**config.mk**
```make
export PLATFORM = sky130hd
export DESIGN_NAME = fault_response_monitor
export DESIGN_NICKNAME = d
export VERILOG_FILES = /design/src/design/fault_pkg.sv /design/src/design/byte_ecc_correct.sv /design/src/design/fault_response_monitor.sv /design/src/design/stack_limit_check.sv
export SDC_FILE = /design/constraint.sdc
export NUM_CORES = 1
export LEC_CHECK = 0
export BUFFER_PORTS_ARGS = -buffer_cell sky130_fd_sc_hd__buf_4
export CAP_MARGIN = 20
export CORE_AREA = 5 5 151 153
export CTS_CLUSTER_DIAMETER = 100
export DETAILED_ROUTE_END_ITERATION = 10
export DIE_AREA = 0 0 156 158
export PLACE_DENSITY_LB_ADDON = 0.05
export SLEW_MARGIN = 5
export SYNTH_ARGS = -nofsm -noshare
export SYNTH_HDL_FRONTEND = slang
export SYNTH_HIERARCHICAL = 1
export SYNTH_SLANG_ARGS = --single-unit
```
**constraint.sdc**
```tcl
create_clock -name mclk_in -period 2.7 [get_ports mclk_in]
set_input_delay 0.27 -clock mclk_in [delete_from_list [all_inputs] [get_ports mclk_in]]
set_output_delay 0.27 -clock mclk_in [all_outputs]
set_load 0.005 [all_outputs]
```
**src/design/fault_pkg.sv**
```systemverilog
/*
 Constants shared by the fault response monitor and its helpers.
 Assumes a single 100 MHz system clock and a synchronous active-low reset.
*/
package fault_pkg;
  // ==========================================================
  // Register map
  localparam logic [3:0] ADDR_RESET_CAUSE  = 4'h0;
  localparam logic [3:0] ADDR_EXC_STATUS   = 4'h1;
  localparam logic [3:0] ADDR_EXC_CLEAR    = 4'h2;
  localparam logic [3:0] ADDR_EXC_ENABLE   = 4'h3;
  localparam logic [3:0] ADDR_LIGHT_SEL    = 4'h4;
  localparam logic [3:0] ADDR_HV_STATUS    = 4'h5;
  localparam logic [3:0] ADDR_SP_LIMIT_LO  = 4'h6;
  localparam logic [3:0] ADDR_SP_LIMIT_HI  = 4'h7;
  localparam logic [3:0] ADDR_SENSOR_CTRL  = 4'h8;
  // ==========================================================
  // Exception reason bits
  localparam int EXC_BITS       = 9;
  localparam int EXC_LIGHT      = 0;
  localparam int EXC_PC         = 1;
  localparam int EXC_SP         = 2;
  localparam int EXC_PSW        = 3;
  localparam int EXC_DES        = 4;
  localparam int EXC_MODARITH   = 5;
  localparam int EXC_STK_USER   = 6;
  localparam int EXC_STK_SYS    = 7;
  localparam int EXC_STK_SUPER  = 8;
  // ==========================================================
  // Reset cause bits
  localparam int CAUSE_BITS     = 7;
  localparam int CAUSE_VOLT     = 0;
  localparam int CAUSE_FREQ     = 1;
  localparam int CAUSE_TEMP     = 2;
  localparam int CAUSE_LIGHT    = 3;
  localparam int CAUSE_ROM_PAR  = 4;
  localparam int CAUSE_POWERON  = 5;
  localparam int CAUSE_OTHER    = 6;
  // ==========================================================
  // Reset values and modes
  localparam logic [1:0]  LIGHT_SEL_RESET = 2'h0;
  localparam logic [1:0]  LIGHT_OFF       = 2'h0;
  localparam logic [1:0]  LIGHT_FUNC_A    = 2'h1;
  localparam logic [1:0]  LIGHT_FUNC_B    = 2'h2;
  localparam logic [15:0] SP_LIMIT_RESET  = 16'h0000;
  localparam int          MODE_USER       = 0;
  localparam int          MODE_SYS        = 1;
  localparam int          MODE_SUPER      = 2;
  localparam int          PSW_PRIV_BIT    = 7;
  localparam logic [3:0]  RESET_PULSE_CYC = 4'h4;
endpackage : fault_pkg

```
**src/design/byte_ecc_correct.sv**
```systemverilog
/*
 Single-bit corrector for one EEPROM byte with a four-bit Hamming check code.
 Assumes the code was written with the matching encoder on the write path.
*/
module byte_ecc_correct (
  input  wire logic [7:0] data_in,      // Raw byte
  input  wire logic [3:0] check_in,     // Stored check bits
  output logic      [7:0] data_out,     // Corrected byte
  output logic            corrected_out // A bit was flipped back
);
  logic [3:0] syn;
  logic [7:0] flip;

  assign syn[0] = check_in[0] ^ data_in[0] ^ data_in[1] ^ data_in[3] ^ data_in[4] ^ data_in[6];
  assign syn[1] = check_in[1] ^ data_in[0] ^ data_in[2] ^ data_in[3] ^ data_in[5] ^ data_in[6];
  assign syn[2] = check_in[2] ^ data_in[1] ^ data_in[2] ^ data_in[3] ^ data_in[7];
  assign syn[3] = check_in[3] ^ data_in[4] ^ data_in[5] ^ data_in[6] ^ data_in[7];

  // Syndrome gives the Hamming position; data bits sit at 3,5,6,7,9,10,11,12
  assign flip[0] = (syn == 4'h3);
  assign flip[1] = (syn == 4'h5);
  assign flip[2] = (syn == 4'h6);
  assign flip[3] = (syn == 4'h7);
  assign flip[4] = (syn == 4'h9);
  assign flip[5] = (syn == 4'ha);
  assign flip[6] = (syn == 4'hb);
  assign flip[7] = (syn == 4'hc);

  assign data_out      = data_in ^ flip;
  assign corrected_out = |flip;
endmodule : byte_ecc_correct

```
**src/design/fault_response_monitor.sv**
```systemverilog
/*
 Fault response monitor: turns sensor, fault, stack, memory and EEPROM
 light events into a forced chip reset or a processor exception.
 Assumes all inputs are synchronous to mclk_in and that the chip reset
 generator holds rst_n_in low while reset_req_out is high.
*/
module fault_response_monitor
  import fault_pkg::*;
#(
  parameter int SP_W = 16
) (
  input  wire logic            mclk_in,          // System clock, 100 MHz
  input  wire logic            rst_n_in,         // Synchronous reset, active low
  input  wire logic            test_mode_in,     // Factory test mode active
  input  wire logic            poweron_in,       // Power-on reset was the source
  input  wire logic            volt_alarm_in,    // Supply out of range
  input  wire logic            freq_alarm_in,    // Clock frequency out of range
  input  wire logic            temp_alarm_in,    // Temperature out of range
  input  wire logic            light_alarm_in,   // Surface light sensor tripped
  input  wire logic            ee_light_a_in,    // EEPROM light detector A
  input  wire logic            ee_light_b_in,    // EEPROM light detector B
  input  wire logic            fault_pc_in,      // Program counter fault
  input  wire logic            fault_sp_in,      // Stack pointer fault
  input  wire logic            fault_psw_in,     // Status register fault
  input  wire logic            fault_des_in,     // Cipher coprocessor fault
  input  wire logic            fault_modarith_in,// Modular arithmetic fault
  input  wire logic [7:0]      processor_status_high_in, // High status register
  input  wire logic            user_mode_in,     // Processor in user mode
  input  wire logic [SP_W-1:0] sp_user_in,       // User stack pointer
  input  wire logic [SP_W-1:0] sp_sys_in,        // System stack pointer
  input  wire logic [SP_W-1:0] sp_super_in,      // Privileged stack pointer
  input  wire logic            rom_rd_in,        // ROM read strobe
  input  wire logic [7:0]      rom_data_in,      // ROM byte
  input  wire logic            rom_parity_in,    // Stored odd parity bit
  input  wire logic [7:0]      ee_data_in,       // Raw EEPROM byte
  input  wire logic [3:0]      ee_check_in,      // EEPROM check bits
  input  wire logic            ee_write_in,      // EEPROM write sequence active
  input  wire logic            hv_ok_in,         // Programming voltage good
  input  wire logic [3:0]      addr_in,          // Register address
  input  wire logic [15:0]     wdata_in,         // Register write data
  input  wire logic            wr_in,            // Write strobe
  input  wire logic            rd_in,            // Read strobe
  output logic      [15:0]     rdata_out,        // Read data, cycle after strobe
  output logic      [7:0]      ee_data_out,      // Corrected EEPROM byte
  output logic                 ee_corrected_out, // Correction applied
  output logic                 sensors_en_out,   // Enable to all sensors
  output logic                 reset_req_out,    // Force chip reset
  output logic                 exception_out,    // Exception request pulse
  output logic                 irq_out           // Level interrupt
);
  if (SP_W < 2 || SP_W > 16) begin : g_bad_sp_w
    $error("SP_W must be 2 to 16");
  end

  // ==========================================================
  // Registers
  logic [CAUSE_BITS-1:0] cause_r;
  logic [CAUSE_BITS-1:0] cause_nxt;
  logic                  cause_caught_r;
  logic [EXC_BITS-1:0]   exc_stat_r;
  logic [EXC_BITS-1:0]   exc_stat_nxt;
  logic [EXC_BITS-1:0]   exc_en_r;
  logic [1:0]            light_sel_r;
  logic                  hv_fail_r;
  logic                  hv_done_r;
  logic [SP_W-1:0]       lim_lo_r [3];
  logic [SP_W-1:0]       lim_hi_r [3];
  logic [1:0]            lim_sel_r;
  logic [3:0]            rst_cnt_r;
  logic                  exc_r;
  logic [15:0]           rdata_r;

  // Pending reset cause survives the chip reset it provokes
  logic [CAUSE_BITS-1:0] pend_cause_r;

  // ==========================================================
  // Event sources
  logic                  rom_par_err;
  logic                  ee_light;
  logic [CAUSE_BITS-1:0] rst_ev;
  logic [EXC_BITS-1:0]   exc_ev;
  logic                  any_rst;
  logic                  any_exc;
  logic [2:0]            mode_act;
  logic [2:0]            stk_hit;
  logic [SP_W-1:0]       sp_sel [3];
  logic                  priv;

  assign sensors_en_out = !test_mode_in;
  assign rom_par_err    = rom_rd_in && !(^{rom_data_in, rom_parity_in});

  assign ee_light = (light_sel_r == LIGHT_FUNC_A) ? ee_light_a_in :
                    (light_sel_r == LIGHT_FUNC_B) ? ee_light_b_in : 1'b0;

  // Hard-wired mapping: no register reaches these assignments
  assign rst_ev[CAUSE_VOLT]    = sensors_en_out && volt_alarm_in;
  assign rst_ev[CAUSE_FREQ]    = sensors_en_out && freq_alarm_in;
  assign rst_ev[CAUSE_TEMP]    = sensors_en_out && temp_alarm_in;
  assign rst_ev[CAUSE_LIGHT]   = sensors_en_out && light_alarm_in;
  assign rst_ev[CAUSE_ROM_PAR] = rom_par_err;
  assign rst_ev[CAUSE_POWERON] = 1'b0;
  assign rst_ev[CAUSE_OTHER]   = 1'b0;
  assign any_rst = |rst_ev;

  assign priv        = processor_status_high_in[PSW_PRIV_BIT];
  assign mode_act[MODE_SUPER] = priv;
  assign mode_act[MODE_USER]  = !priv && user_mode_in;
  assign mode_act[MODE_SYS]   = !priv && !user_mode_in;
  assign sp_sel[MODE_USER]  = sp_user_in;
  assign sp_sel[MODE_SYS]   = sp_sys_in;
  assign sp_sel[MODE_SUPER] = sp_super_in;

  genvar g;
  generate
    for (g = 0; g < 3; g++) begin : g_stack
      stack_limit_check #(
        .SP_W(SP_W)
      ) u_chk (
        .mclk_in  (mclk_in),
        .rst_n_in (rst_n_in),
        .active_in(mode_act[g]),
        .sp_in    (sp_sel[g]),
        .lo_in    (lim_lo_r[g]),
        .hi_in    (lim_hi_r[g]),
        .hit_out  (stk_hit[g])
      );
    end
  endgenerate

  assign exc_ev[EXC_LIGHT]     = sensors_en_out && ee_light;
  assign exc_ev[EXC_PC]        = fault_pc_in;
  assign exc_ev[EXC_SP]        = fault_sp_in;
  assign exc_ev[EXC_PSW]       = fault_psw_in;
  assign exc_ev[EXC_DES]       = fault_des_in;
  assign exc_ev[EXC_MODARITH]  = fault_modarith_in;
  assign exc_ev[EXC_STK_USER]  = stk_hit[MODE_USER];
  assign exc_ev[EXC_STK_SYS]   = stk_hit[MODE_SYS];
  assign exc_ev[EXC_STK_SUPER] = stk_hit[MODE_SUPER];
  assign any_exc = (|exc_ev) && !any_rst;

  byte_ecc_correct u_ecc (
    .data_in      (ee_data_in),
    .check_in     (ee_check_in),
    .data_out     (ee_data_out),
    .corrected_out(ee_corrected_out)
  );

  // ==========================================================
  // Register decode
  logic wr_clear;
  logic wr_enable;
  logic wr_light;
  logic wr_lim_sel;
  logic wr_lim_lo;
  logic wr_lim_hi;

  assign wr_clear   = wr_in && (addr_in == ADDR_EXC_CLEAR);
  assign wr_enable  = wr_in && (addr_in == ADDR_EXC_ENABLE);
  assign wr_light   = wr_in && (addr_in == ADDR_LIGHT_SEL) &&
                      (wdata_in[1:0] != 2'h3);
  assign wr_lim_sel = wr_in && (addr_in == ADDR_SENSOR_CTRL);
  assign wr_lim_lo  = wr_in && (addr_in == ADDR_SP_LIMIT_LO);
  assign wr_lim_hi  = wr_in && (addr_in == ADDR_SP_LIMIT_HI);

  // Set wins over a clear in the same cycle
  assign exc_stat_nxt = (exc_stat_r & ~(wr_clear ? wdata_in[EXC_BITS-1:0] : '0))
                        | (any_exc ? exc_ev : '0);

  // Cause is latched on the first clock after release, from the pending capture, else power-on or other
  assign cause_nxt = (pend_cause_r != '0) ? pend_cause_r :
                     poweron_in ? (CAUSE_BITS'(1) << CAUSE_POWERON) :
                                  (CAUSE_BITS'(1) << CAUSE_OTHER);

  // ==========================================================
  // Pending cause: power-on starts it clean, since its flops wake up unknown;
  // other resets keep it until the first edge after release copies it out
  always_ff @(posedge mclk_in) begin
    if (!rst_n_in && poweron_in) begin
      pend_cause_r <= '0;
    end else if (any_rst) begin
      pend_cause_r <= rst_ev;
    end else if (rst_n_in && !cause_caught_r) begin
      pend_cause_r <= '0;
    end
  end

  always_ff @(posedge mclk_in) begin
    if (!rst_n_in) begin
      cause_caught_r <= 1'b0;
      cause_r        <= '0;
    end else if (!cause_caught_r) begin
      cause_caught_r <= 1'b1;
      cause_r        <= cause_nxt;
    end
  end

  always_ff @(posedge mclk_in) begin
    if (!rst_n_in) begin
      rst_cnt_r <= '0;
    end else if (any_rst) begin
      rst_cnt_r <= RESET_PULSE_CYC;
    end else if (rst_cnt_r != '0) begin
      rst_cnt_r <= rst_cnt_r - 4'h1;
    end
  end

  assign reset_req_out = any_rst || (rst_cnt_r != '0);

  always_ff @(posedge mclk_in) begin
    if (!rst_n_in) begin
      exc_stat_r  <= '0;
      exc_en_r    <= '0;
      light_sel_r <= LIGHT_SEL_RESET;
      exc_r       <= 1'b0;
    end else begin
      exc_stat_r <= exc_stat_nxt;
      exc_r      <= any_exc;
      if (wr_enable) begin
        exc_en_r <= wdata_in[EXC_BITS-1:0];
      end
      if (wr_light) begin
        light_sel_r <= wdata_in[1:0];
      end
    end
  end

  assign exception_out = exc_r;
  assign irq_out       = |(exc_stat_r & exc_en_r);

  // Voltage result is only posted; nothing else reads it
  always_ff @(posedge mclk_in) begin
    if (!rst_n_in) begin
      hv_fail_r <= 1'b0;
      hv_done_r <= 1'b0;
    end else if (ee_write_in) begin
      hv_done_r <= 1'b1;
      hv_fail_r <= hv_fail_r || !hv_ok_in;
    end else if (wr_in && (addr_in == ADDR_HV_STATUS)) begin
      hv_fail_r <= 1'b0;
      hv_done_r <= 1'b0;
    end
  end

  always_ff @(posedge mclk_in) begin
    if (!rst_n_in) begin
      lim_sel_r <= 2'h0;
      for (int i = 0; i < 3; i++) begin
        lim_lo_r[i] <= SP_LIMIT_RESET[SP_W-1:0];
        lim_hi_r[i] <= ~SP_LIMIT_RESET[SP_W-1:0];
      end
    end else begin
      if (wr_lim_sel && wdata_in[1:0] != 2'h3) begin
        lim_sel_r <= wdata_in[1:0];
      end
      if (wr_lim_lo) begin
        lim_lo_r[lim_sel_r] <= wdata_in[SP_W-1:0];
      end
      if (wr_lim_hi) begin
        lim_hi_r[lim_sel_r] <= wdata_in[SP_W-1:0];
      end
    end
  end

  // ==========================================================
  // Read path
  logic [15:0] rd_mux;

  always_comb begin
    rd_mux = 16'h0000;
    unique case (addr_in)
      ADDR_RESET_CAUSE: rd_mux = 16'(cause_r);
      ADDR_EXC_STATUS:  rd_mux = 16'(exc_stat_r);
      ADDR_EXC_ENABLE:  rd_mux = 16'(exc_en_r);
      ADDR_LIGHT_SEL:   rd_mux = 16'(light_sel_r);
      ADDR_HV_STATUS:   rd_mux = {14'h0000, hv_done_r, hv_fail_r};
      ADDR_SP_LIMIT_LO: rd_mux = 16'(lim_lo_r[lim_sel_r]);
      ADDR_SP_LIMIT_HI: rd_mux = 16'(lim_hi_r[lim_sel_r]);
      ADDR_SENSOR_CTRL: rd_mux = {13'h0000, sensors_en_out, lim_sel_r};
      default:          rd_mux = 16'h0000;
    endcase
  end

  always_ff @(posedge mclk_in) begin
    if (!rst_n_in) begin
      rdata_r <= 16'h0000;
    end else begin
      rdata_r <= rd_in ? rd_mux : 16'h0000;
    end
  end

  assign rdata_out = rdata_r;
endmodule : fault_response_monitor

```
**src/design/stack_limit_check.sv**
```systemverilog
/*
 One stack pointer limit checker for a single processor mode.
 Assumes the pointer and its bounds are synchronous to mclk_in.
*/
module stack_limit_check
  import fault_pkg::*;
#(
  parameter int SP_W = 16
) (
  input  wire logic            mclk_in,     // System clock
  input  wire logic            rst_n_in,    // Synchronous reset, active low
  input  wire logic            active_in,   // This mode's pointer is in use
  input  wire logic [SP_W-1:0] sp_in,       // Stack pointer of this mode
  input  wire logic [SP_W-1:0] lo_in,       // Lower bound
  input  wire logic [SP_W-1:0] hi_in,       // Upper bound
  output logic                 hit_out      // One-cycle pulse on reaching a bound
);
  if (SP_W < 2) begin : g_bad_sp_w
    $error("SP_W too small");
  end

  logic at_limit;
  logic at_limit_r;

  // Reaching either bound counts, not only passing it
  assign at_limit = active_in && ((sp_in <= lo_in) || (sp_in >= hi_in));

  always_ff @(posedge mclk_in) begin
    if (!rst_n_in) begin
      at_limit_r <= 1'b0;
    end else begin
      at_limit_r <= at_limit;
    end
  end

  // Edge only, so a pointer parked on a bound does not flood exceptions
  assign hit_out = at_limit && !at_limit_r;
endmodule : stack_limit_check

```
==> results of run 1 <==
sequential cells by signal, indices dropped and copies added (netlist names), named ones only:
register,cells
lim_hi_r,64
lim_lo_r,64
rdata_out,16
exc_en_r,9
exc_stat_r,9
cause_r,7
pend_cause_r,5
rst_cnt_r,4
g_stack.u_chk/at_limit_r,3
light_sel_r,2
lim_sel_r,2
cause_caught_r,1
exception_out,1
hv_done_r,1
hv_fail_r,1
report_power, final:
part	leakage, µW	internal, µW	switching, µW
clock	0.000299	1420	1180
sequential	0.00168	3190	71.8
combinational	0.00359	511	570
total	0.00557	5130	1820
metrics by stage:
| step | area (µm²) | utilization, % | hold WS (ps) |
|---|---|---|---|
| 2_1_floorplan | 11100 | - | 298 |
| 3_3_place_gp | 12600 | 58.9 | 458 |
| 3_5_place_dp | 12600 | 58.9 | 465 |
| 4_1_cts | 13200 | 61.8 | 31.8 |
| 5_1_grt | 13300 | 61.9 | 27.9 |
| 6_report | 13300 | 61.9 | 44.4 |
synthesized netlist by cell type (all sizes together) (22+ instances only):
| cell type | n |
|---|---|
| edfxtp | 128 |
| nand3 | 26 |
| nand2 | 56 |
| o21ai | 32 |
| mux2i | 25 |
| nand4 | 22 |
| a21oi | 49 |
| ha | 97 |
| mux4 | 33 |
| clkbuf | 26 |
| dfxtp | 63 |
| and2 | 25 |
| nor3 | 27 |
| inv | 115 |
| nor2 | 56 |
layer usage:
metal / vias to the layer above / wire [µm]
met5: - / 0
met1: 3992 / 13300
li1: 3950 / -
met3: 26 / 3270
met2: 383 / 14300
met4: 0 / 260
worst reg2reg max path: stages (launching register included):
cell      delay, ps
edfxtp_1        390
ha_1            270
nand2b_1        140
a211oi_1        240
nor3_1          110
o41ai_2         390
a311oi_2        250
nor4_1          270
buf_4           160
nand2_1          60
nor2_2          130
nor3_2           50
worst paths after layout:
kind | cells past startpoint | from | endpoint
worst max-delay path | 11 | lim_hi_r[1][0] | exception_out
worst min-delay path | 1 | wdata_in[2] | lim_lo_r[3][2]
worst max register to register | 11 | lim_hi_r[1][0] | exception_out
worst min register to register | 2 | cause_r[6] | cause_r[6]
layout make-up:
type,count,share of cell area [%]
inverter,115,3.25
clock buffer,20,3.61
multi-input combinational,642,40.4
clock inverter,12,1.04
timing repair buffer,183,10.5
tap,280,2.64
sequential,191,38.5
logic make-up (layout without fill, tap and decap cells):
family,Yosys count,in the layout,synth area share [%]
simple gates,292,292,14.3
flops,191,191,46.2
compound gates,161,161,9.96
buf+inv,157,330,5.67
fa+ha+maj,98,98,11.1
mux,63,63,9.53
xor+xnor,28,28,3.27
repair_timing:
action / CTS / global route
gates resized for setup: 2 / 6
setup endpoints to repair: 1 / 1
pin swaps: 1 / 2
==> summary.md, run 1 <==
| Metric | Value |
|---|---|
| Setup slack, reg-to-reg | `150 ps` |
| Setup bufs post-CTS | `0` |
| Largest cells by area after synthesis | `edfxtp_1, dfxtp_1, ha_1` |
| Pwr dens | `524 nW/µm²` |
| Startpoint types | `flip-flop` |
| Layout Skew | `between 10 and 15 ps` |
| Crit Path Class | `reg2reg` |
| Die width | `156 µm` |
| Final Hold Fails | `0` |
| Fill cell count | `1804` |
| Worst Path Required | `3030 ps` |
| Number of max-cap violations | `0` |
| Vias per std cell | `between 5 and 6` |
| Die height | `roughly 160 µm` |
| Iteration-0 DRC Markers | `between 600 and 700` |
| Syn Inst Count | `between 900 and 1k` |
| Met3 usage | `approximately 8.0%` |
| Synth-to-layout area growth | `20.0%` |
| Clock Tree Root | `clkbuf_16` |
| Antenna cells | `0` |
| Fin crit share | `roughly 95%` |
| Most Crowded Layer GR | `met2` |
| DP HPWL | `24300 µm` |
| CTS sink count | `about 190` |
| Initial antenna violation count | `0` |
| Cells after DPL | `between 1k and 1.5k` |
| Area of the die | `24600 µm²` |
| Total power | `6950 µW` |
| Syn_nets | `approximately 1.2k` |
| DRC violations left | `0` |
| Largest fanout on the critical path | `2` |
| Leak | `about 0.0056 µW` |
| Setup TNS | `0 ps` |
| Global-route usage over all layers | `25.5%` |
| Largest net degree at the start of global routing | `33` |
| Worst Tran Pin Value | `801 ps` |
| Fmax | `392 MHz` |
| Skew-Pair Late Insertion Delay | `440 ps` |
| Grt ovf | `0` |
| Post-layout minimum cycle time | `between 2000 and 3000 ps` |
| Site Rows | `54` |
| Relative slew margins | `roughly 47%` |
| Multi-input logic area | `5360 µm²` |
| CP top delay family | `compound AO/OA/AOI/OAI gates` |
| Share of layout cells above drive strength 1 | `24.4%` |
| Hold buffer count at cts | `0` |
| Synth area leader | `edfxtp_1` |
| RePlAce Congestion | `between 0.8 and 0.9` |
| Met2 Track Usage GR | `about two fifths` |
| Slowest-stage cell, CP | `edfxtp_1` |
| H-tree depth | `4` |
| Worst Slack Setup Final | `~150 ps` |
| Port Buf Inserts | `around 140` |
| CORE AREA | `between 20000 and 25000 µm²` |
| Post-Layout Cell Count | `approximately 1.4k` |
| Routed wire length | `about 31000 µm` |
| Sequential cell area | `between 5000 and 6000 µm²` |
| CTS tree | `yes` |
| Post-synthesis cell type count | `67` |
| RSZ-0062 raised after global routing | `no` |
| Crit path cell chain | `ha_1 > nand2b_1 > a211oi_1 > nor3_1 > o41ai_2 > a311oi_2 > nor4_1 > buf_4 > nand2_1 > nor2_2 > nor3_2` |
| Synth Register Bits | `roughly 190` |
| EDFF count, synth | `approximately 130` |
| Number of buffers created by CTS | `17` |
| Clock-pin slew on the worst setup and hold paths | `around 80 ps` |
| Finish-stage setup viols | `0` |
| Slowest cell delay on critical path | `just under 400 ps` |
| WP buf/inv | `1` |
| Most common cell after layout, fill and taps aside | `buf_4` |
| Endpoint class of the critical path | `flip-flop` |
| Ys flop type | `edfxtp_1` |
| Register area share after synthesis | `between 40% and 50%` |
| Vias in the first global route | `roughly 8.3k` |
| Global-route wire length before repair | `~47000 µm` |
| M1 GR Usage | `between 30% and 40%` |
| Router iterations before antenna repair | `5` |
| Area of the mapped netlist | `about 11000 µm²` |
| Arr. time, crit path | `2880 ps` |
| Synth Area per Inst | `about 11 µm²` |
| Setup WS pre-CTS | `-8.53 ps` |
| Synth top area share | `between 30% and 40%` |
| Hold crit path type | `in2reg` |
| Final nets | `1365` |
| DR vias | `roughly 8.4k` |
| Number of I/O pins | `147` |
| Avg WL per Cell | `roughly 22 µm` |
| Asr flop ratio synth | `0%` |
| VDD IR-drop max | `a little over 0.0004 V` |
| Clock Path Buffers | `2` |
| DRT antenna net count | `0` |
| Synth Warn # | `6` |
| Initial core utilization | `roughly half` |
| Outcome | `finished clean` |
| Max Slew Vio Count | `0` |
| Most frequent cells in the layout | `buf_4, edfxtp_1, inv_1` |
Note: power is estimated with default switching activity, not from simulation.
==> run 2: changes to the inputs <==
--- a/config.mk
+++ b/config.mk
@@ -7,10 +7,10 @@
 export LEC_CHECK = 0
 export BUFFER_PORTS_ARGS = -buffer_cell sky130_fd_sc_hd__buf_4
 export CAP_MARGIN = 20
-export CORE_AREA = 5 5 151 153
+export CORE_AREA = 5 5 148 150
 export CTS_CLUSTER_DIAMETER = 100
 export DETAILED_ROUTE_END_ITERATION = 10
-export DIE_AREA = 0 0 156 158
+export DIE_AREA = 0 0 153 155
 export PLACE_DENSITY_LB_ADDON = 0.05
 export SLEW_MARGIN = 5
 export SYNTH_ARGS = -nofsm -noshare
==> constraint.sdc (replaced) <==
create_clock -name mclk_in -period 2.9 [get_ports mclk_in]
set_input_delay 0.29 -clock mclk_in [delete_from_list [all_inputs] [get_ports mclk_in]]
set_output_delay 0.29 -clock mclk_in [all_outputs]
set_load 0.005 [all_outputs]
==> summary.md, run 2 (synthesis gave the netlist of run 1 again) <==
| Metric | Value |
|---|---|
| Global-route usage over all layers | `25.8% (was 25.5%)` |
| Clock Tree Root | `clkbuf_16 (unchanged)` |
| Sequential power share | `46.6% (was 47.0%)` |
| Endpoint class of the critical path | `flip-flop (unchanged)` |
| Worst Tran Pin Value | `815 ps (was 801 ps)` |
| Startpoint types | `flip-flop (unchanged)` |
| Hold crit path type | `in2reg (unchanged)` |
| Number of max-cap violations | `0 (unchanged)` |
| Vias per std cell | `5.82 (was 5.79)` |
| Fill cell count | `1708 (was 1804)` |
| Util after Layout | `64.1% (was 61.9%)` |
| Int Power | `4880 µW (was 5130 µW)` |
| Final nets | `1355 (was 1365)` |
| Finish-stage setup viols | `0 (unchanged)` |
| Most frequent cells in the layout | `buf_4, edfxtp_1, inv_1 (unchanged)` |
| Slowest cell delay on critical path | `440 ps (was 390 ps)` |
| CTS tree | `yes (unchanged)` |
| Number of I/O pins | `147 (unchanged)` |
| Router iterations before antenna repair | `5 (unchanged)` |
| Multi-input logic area | `5340 µm² (was 5360 µm²)` |
| DRT antenna net count | `0 (unchanged)` |
| Avg WL per Cell | `21.3 µm (was 21.6 µm)` |
| Arr. time, crit path | `3040 ps (was 2880 ps)` |
| Synth-to-layout area growth | `19.1% (was 20.0%)` |
| CTS sink count | `191 (unchanged)` |
| Outcome | `finished clean (unchanged)` |
| RSZ-0062 raised after global routing | `no (unchanged)` |
| Area of the die | `23700 µm² (was 24600 µm²)` |
| Cells after DPL | `1396 (was 1411)` |
| Sw frac | `25.2% (was 26.2%)` |
| Clock Path Buffers | `2 (unchanged)` |
| Post-layout minimum cycle time | `2710 ps (was 2550 ps)` |
| Number of buffers created by CTS | `17 (unchanged)` |
| Leak | `0.00553 µW (was 0.00557 µW)` |
| Clock power share | `38.4% (was 37.4%)` |
| Combinational share of power | `15.0% (was 15.6%)` |
| Port Buf Inserts | `139 (unchanged)` |
| Largest fanout on the critical path | `2 (unchanged)` |
| Relative slew margins | `45.6% (was 46.5%)` |
| Post-Layout Cell Count | `1428 (was 1443)` |
| Worst Path Required | `3230 ps (was 3030 ps)` |
| Global-route wire length before repair | `46800 µm (was 47100 µm)` |
| DP HPWL | `23900 µm (was 24300 µm)` |
| DRC violations left | `0 (unchanged)` |
| Vias in the first global route | `8108 (was 8308)` |
| Iteration-0 DRC Markers | `857 (was 682)` |
| Site Rows | `53 (was 54)` |
| Routed wire length | `30400 µm (was 31100 µm)` |
| Slowest-stage cell, CP | `edfxtp_1 (unchanged)` |
| Clock-pin slew on the worst setup and hold paths | `70 ps (was 80 ps)` |
| CORE AREA | `20600 µm² (was 21400 µm²)` |
| Pwr dens | `495 nW/µm² (was 524 nW/µm²)` |
| Initial antenna violation count | `0 (unchanged)` |
| Final Hold Fails | `0 (unchanged)` |
| DR vias | `8311 (was 8351)` |
| Sequential cell area | `5110 µm² (unchanged)` |
| Share of layout cells above drive strength 1 | `23.5% (was 24.4%)` |
| Skew-Pair Late Insertion Delay | `440 ps (about the same)` |
| Antenna cells | `0 (unchanged)` |
| Sw power | `1640 µW (was 1820 µW)` |
| Crit Path Class | `reg2reg (unchanged)` |
| H-tree depth | `4 (unchanged)` |
| Layout Skew | `7.52 ps (was 15.0 ps)` |
| Setup bufs post-CTS | `0 (unchanged)` |
| Max Slew Vio Count | `0 (unchanged)` |
| Grt ovf | `0 (unchanged)` |
| Initial core utilization | `53.8% (was 51.6%)` |
| Setup TNS | `0 ps (unchanged)` |
| Crit path cell chain | `ha_1 > nand2b_1 > a211oi_1 > nor3_1 > o41ai_2 > a311oi_2 > nor4_2 > buf_4 > nand2_1 > nor2_1 > nor3_2 (was ha_1 > nand2b_1 > a211oi_1 > nor3_1 > o41ai_2 > a311oi_2 > nor4_1 > buf_4 > nand2_1 > nor2_2 > nor3_2)` |
| Fmax | `370 MHz (was 392 MHz)` |
| Die width | `153 µm (was 156 µm)` |
| Largest net degree at the start of global routing | `35 (was 33)` |
| RePlAce Congestion | `0.895 (was 0.883)` |
| Fin crit share | `93.3% (was 94.6%)` |
| Hold buffer count at cts | `0 (unchanged)` |
| Die height | `155 µm (was 158 µm)` |
| VDD IR-drop max | `0.000416 V (was 0.000415 V)` |
| Most common cell after layout, fill and taps aside | `buf_4 (unchanged)` |
run 2: changes by cell type in the layout (fill, tap and decap cells not counted), sizes merged:
cell | before | now
clkinv | 4 | 2
bufinv | 1 | 2
clkbuf | 20 | 21
buf | 183 | 173
run 2: power by group through the flow:
stage          Sequential [µW]  Combinational (µW)  Clock [µW]
2_1_floorplan             3070                 594           0
3_3_place_gp              3100                 962           0
3_5_place_dp              3100                 980           0
4_1_cts                   3040                 985        2530
5_1_grt                   3050                1080        2660
6_report                  3040                 980        2510
run 2: what timing repair did:
action                                  in CTS  in global routing
resized for setup                            0                  2
endpoints found under the setup margin       0                  1
hold endpoints to repair                     0                  0
run 2: final cells by class:
class | count | share of cell area (%)
clock buffers | 21 | 3.83
inverters | 115 | 3.28
flip-flops and latches | 191 | 38.8
clock inverters | 11 | 1.05
repair buffers | 173 | 9.95
multi-input cells | 642 | 40.5
well taps | 275 | 2.61
run 2: worst paths after layout:
path                           to            start  cells past startpoint  slack [ps]
hold / removal     lim_hi_r[3][2]      wdata_in[2]                      1          60
setup reg to reg    exception_out   lim_hi_r[1][0]                     11         190
setup / recovery    exception_out   lim_hi_r[1][0]                     11         190
hold reg to reg   pend_cause_r[0]  pend_cause_r[0]                      2         480
run 2: routing by layer:
metal | GRT usage (%) | up-vias | wire length [µm] | part of all wire [%]
li1 | - | 3939 | - | -
met1 | 37.0 | 3942 | 13000 | 43
met2 | 40.7 | 395 | 14200 | 47
met3 | 5.54 | 35 | 2790 | 9.2
met4 | 6.02 | 0 | 451 | 1.5
met5 | 0 | - | 0 | 0
run 2: critical path, delay by kind of cell (launching register included):
kind / cells / cell delay [ps]
buf+inv: 1 / 150
fa+ha+maj: 1 / 290
simple gates: 6 / 780
flops: 1 / 440
compound gates: 3 / 940
run 2: per-stage QoR:
stage          area [µm²]  hold WS, ps  setup WS [ps]  power (µW)
3_3_place_gp        12500          461            216        4060
5_1_grt             13200         46.6           12.1        6790
3_5_place_dp        12500          467            169        4080
2_1_floorplan       11100          318            178        3660
4_1_cts             13200         52.6            180        6550
6_report            13200         62.1            194        6520
==> run 3: changes to the inputs <==
--- a/config.mk
+++ b/config.mk
@@ -7,10 +7,10 @@
 export LEC_CHECK = 0
 export BUFFER_PORTS_ARGS = -buffer_cell sky130_fd_sc_hd__buf_4
 export CAP_MARGIN = 20
-export CORE_AREA = 5 5 148 150
+export CORE_AREA = 5 5 142 157
 export CTS_CLUSTER_DIAMETER = 100
 export DETAILED_ROUTE_END_ITERATION = 10
-export DIE_AREA = 0 0 153 155
+export DIE_AREA = 0 0 147 162
 export PLACE_DENSITY_LB_ADDON = 0.05
 export SLEW_MARGIN = 5
 export SYNTH_ARGS = -nofsm -noshare
==> summary.md, run 3 (synthesis gave the netlist of run 1 again) <==
| Metric | Value |
|---|---|
| CTS sink count | `191 (unchanged)` |
| Skew-Pair Late Insertion Delay | `430 ps (was 440 ps)` |
| Die height | `162 µm (was 155 µm)` |
| Placed cell areas | `12400 µm² (was 12500 µm²)` |
| Outcome | `finished clean (unchanged)` |
| Hold buffer count at cts | `0 (unchanged)` |
| Most frequent cells in the layout | `buf_4, edfxtp_1, inv_1 (unchanged)` |
| Pwr dens | `489 nW/µm² (was 495 nW/µm²)` |
| Avg WL per Cell | `21.2 µm (was 21.3 µm)` |
| Max Slew Vio Count | `0 (unchanged)` |
| Fmax | `374 MHz (was 370 MHz)` |
| Site Rows | `55 (was 53)` |
| Post-layout minimum cycle time | `2670 ps (was 2710 ps)` |
| Startpoint types | `flip-flop (unchanged)` |
| Vias in the first global route | `7919 (was 8108)` |
| Cells after DPL | `1369 (was 1396)` |
| Grt ovf | `0 (unchanged)` |
| Design Area, Final | `13000 µm² (was 13200 µm²)` |
| CORE AREA | `20400 µm² (was 20600 µm²)` |
| Routed wire length | `29800 µm (was 30400 µm)` |
| DRT antenna net count | `0 (unchanged)` |
| Largest fanout on the critical path | `4 (was 2)` |
| Global-route usage over all layers | `24.8% (was 25.8%)` |
| Post-Layout Cell Count | `1401 (was 1428)` |
| Hold crit path type | `in2reg (unchanged)` |
| Total power | `6370 µW (was 6520 µW)` |
| Fin crit share | `92.2% (was 93.3%)` |
| Setup bufs post-CTS | `0 (unchanged)` |
| Vias per std cell | `5.94 (was 5.82)` |
| DP HPWL | `23600 µm (was 23900 µm)` |
| Area of the die | `23800 µm² (was 23700 µm²)` |
| Clock Path Buffers | `2 (unchanged)` |
| Endpoint class of the critical path | `flip-flop (unchanged)` |
| VDD IR-drop max | `0.000363 V (was 0.000416 V)` |
| Layout Skew | `8.27 ps (was 7.52 ps)` |
| DR vias | `8326 (was 8311)` |
| Die width | `147 µm (was 153 µm)` |
| Antenna cells | `0 (unchanged)` |
| Share of layout cells above drive strength 1 | `22.8% (was 23.5%)` |
| Crit Path Class | `reg2reg (unchanged)` |
| # resized after CTS | `0 (unchanged)` |
| Port Buf Inserts | `139 (unchanged)` |
| Final nets | `1347 (was 1355)` |
| Iteration-0 DRC Markers | `835 (was 857)` |
| H-tree depth | `4 (unchanged)` |
| Initial core utilization | `54.1% (was 53.8%)` |
| Relative slew margins | `47.8% (was 45.6%)` |
| Setup TNS | `0 ps (unchanged)` |
| Leak | `0.00548 µW (was 0.00553 µW)` |
| Arr. time, crit path | `2990 ps (was 3040 ps)` |
| Largest net degree at the start of global routing | `33 (was 35)` |
| Finish-stage setup viols | `0 (unchanged)` |
| Clock-pin slew on the worst setup and hold paths | `70 ps (about the same)` |
| Fill cell count | `1658 (was 1708)` |
| Final Hold Fails | `0 (unchanged)` |
| Router iterations before antenna repair | `7 (was 5)` |
| Initial antenna violation count | `0 (unchanged)` |
| Worst Path Required | `3220 ps (was 3230 ps)` |
| RSZ-0062 raised after global routing | `no (unchanged)` |
| Most common cell after layout, fill and taps aside | `buf_4 (unchanged)` |
| Util after Layout | `63.8% (was 64.1%)` |
| Number of buffers created by CTS | `17 (unchanged)` |
| DRC violations left | `0 (unchanged)` |
| Clock Tree Root | `clkbuf_16 (unchanged)` |
| Worst Tran Pin Value | `783 ps (was 815 ps)` |
| CTS tree | `yes (unchanged)` |
| Global-route wire length before repair | `45100 µm (was 46800 µm)` |
| RePlAce Congestion | `0.869 (was 0.895)` |
| Number of I/O pins | `147 (unchanged)` |
| Number of max-cap violations | `0 (unchanged)` |
| Synth-to-layout area growth | `17.9% (was 19.1%)` |
run 3: path summary, 6_finish.rpt:
check	depth (start not counted)	endpoint	slack, ps	from
worst max-delay path	11	exception_out	230	lim_lo_r[0][15]
worst min-delay path	3	hv_done_r	70	ee_write_in
worst max register to register	11	exception_out	230	lim_lo_r[0][15]
worst min register to register	2	cause_r[6]	470	cause_r[6]
run 3: area by class of cell:
type	count	area, µm²	area share [%]
clock inverters	6	36.3	0.278
flip-flops and latches	191	5110	39.2
repair buffers	165	1240	9.51
well taps	256	320	2.46
clock buffers	26	573	4.40
multi-input cells	642	5330	40.9
inverters	115	432	3.31
run 3: stage by stage:
stage | worst slack [ps] | hold slack [ps]
after global placement | 250 | 463
after detailed placement | 269 | 465
final | 227 | 71.3
after CTS | 263 | 63.2
after global routing | 99.6 | 69.6
after floorplan | 178 | 318
run 3: report_power, final:
part	switching, µW	internal, µW	leakage (µW)
logic	512	454	0.00349
clock network	996	1370	0.000309
registers	68.2	2980	0.00168
run 3: critical path, cell delays in order, from the launching register on:
cell,delay (ps)
edfxtp_1,420
inv_1,80
ha_1,260
nand4_1,210
nor4_1,100
a2111oi_1,460
o32a_1,210
o21ai_1,210
nor4_1,370
nand2_1,80
nor2_1,130
nor3_2,50
run 3: routing by layer:
| layer | track usage, % | vias up | share of wire [%] |
|---|---|---|---|
| met5 | 0 | - | 0 |
| met4 | 5.42 | 0 | 1.6 |
| met3 | 6.84 | 36 | 9.8 |
| met2 | 38.1 | 374 | 45 |
| met1 | 35.7 | 3985 | 44 |
| li1 | - | 3931 | - |
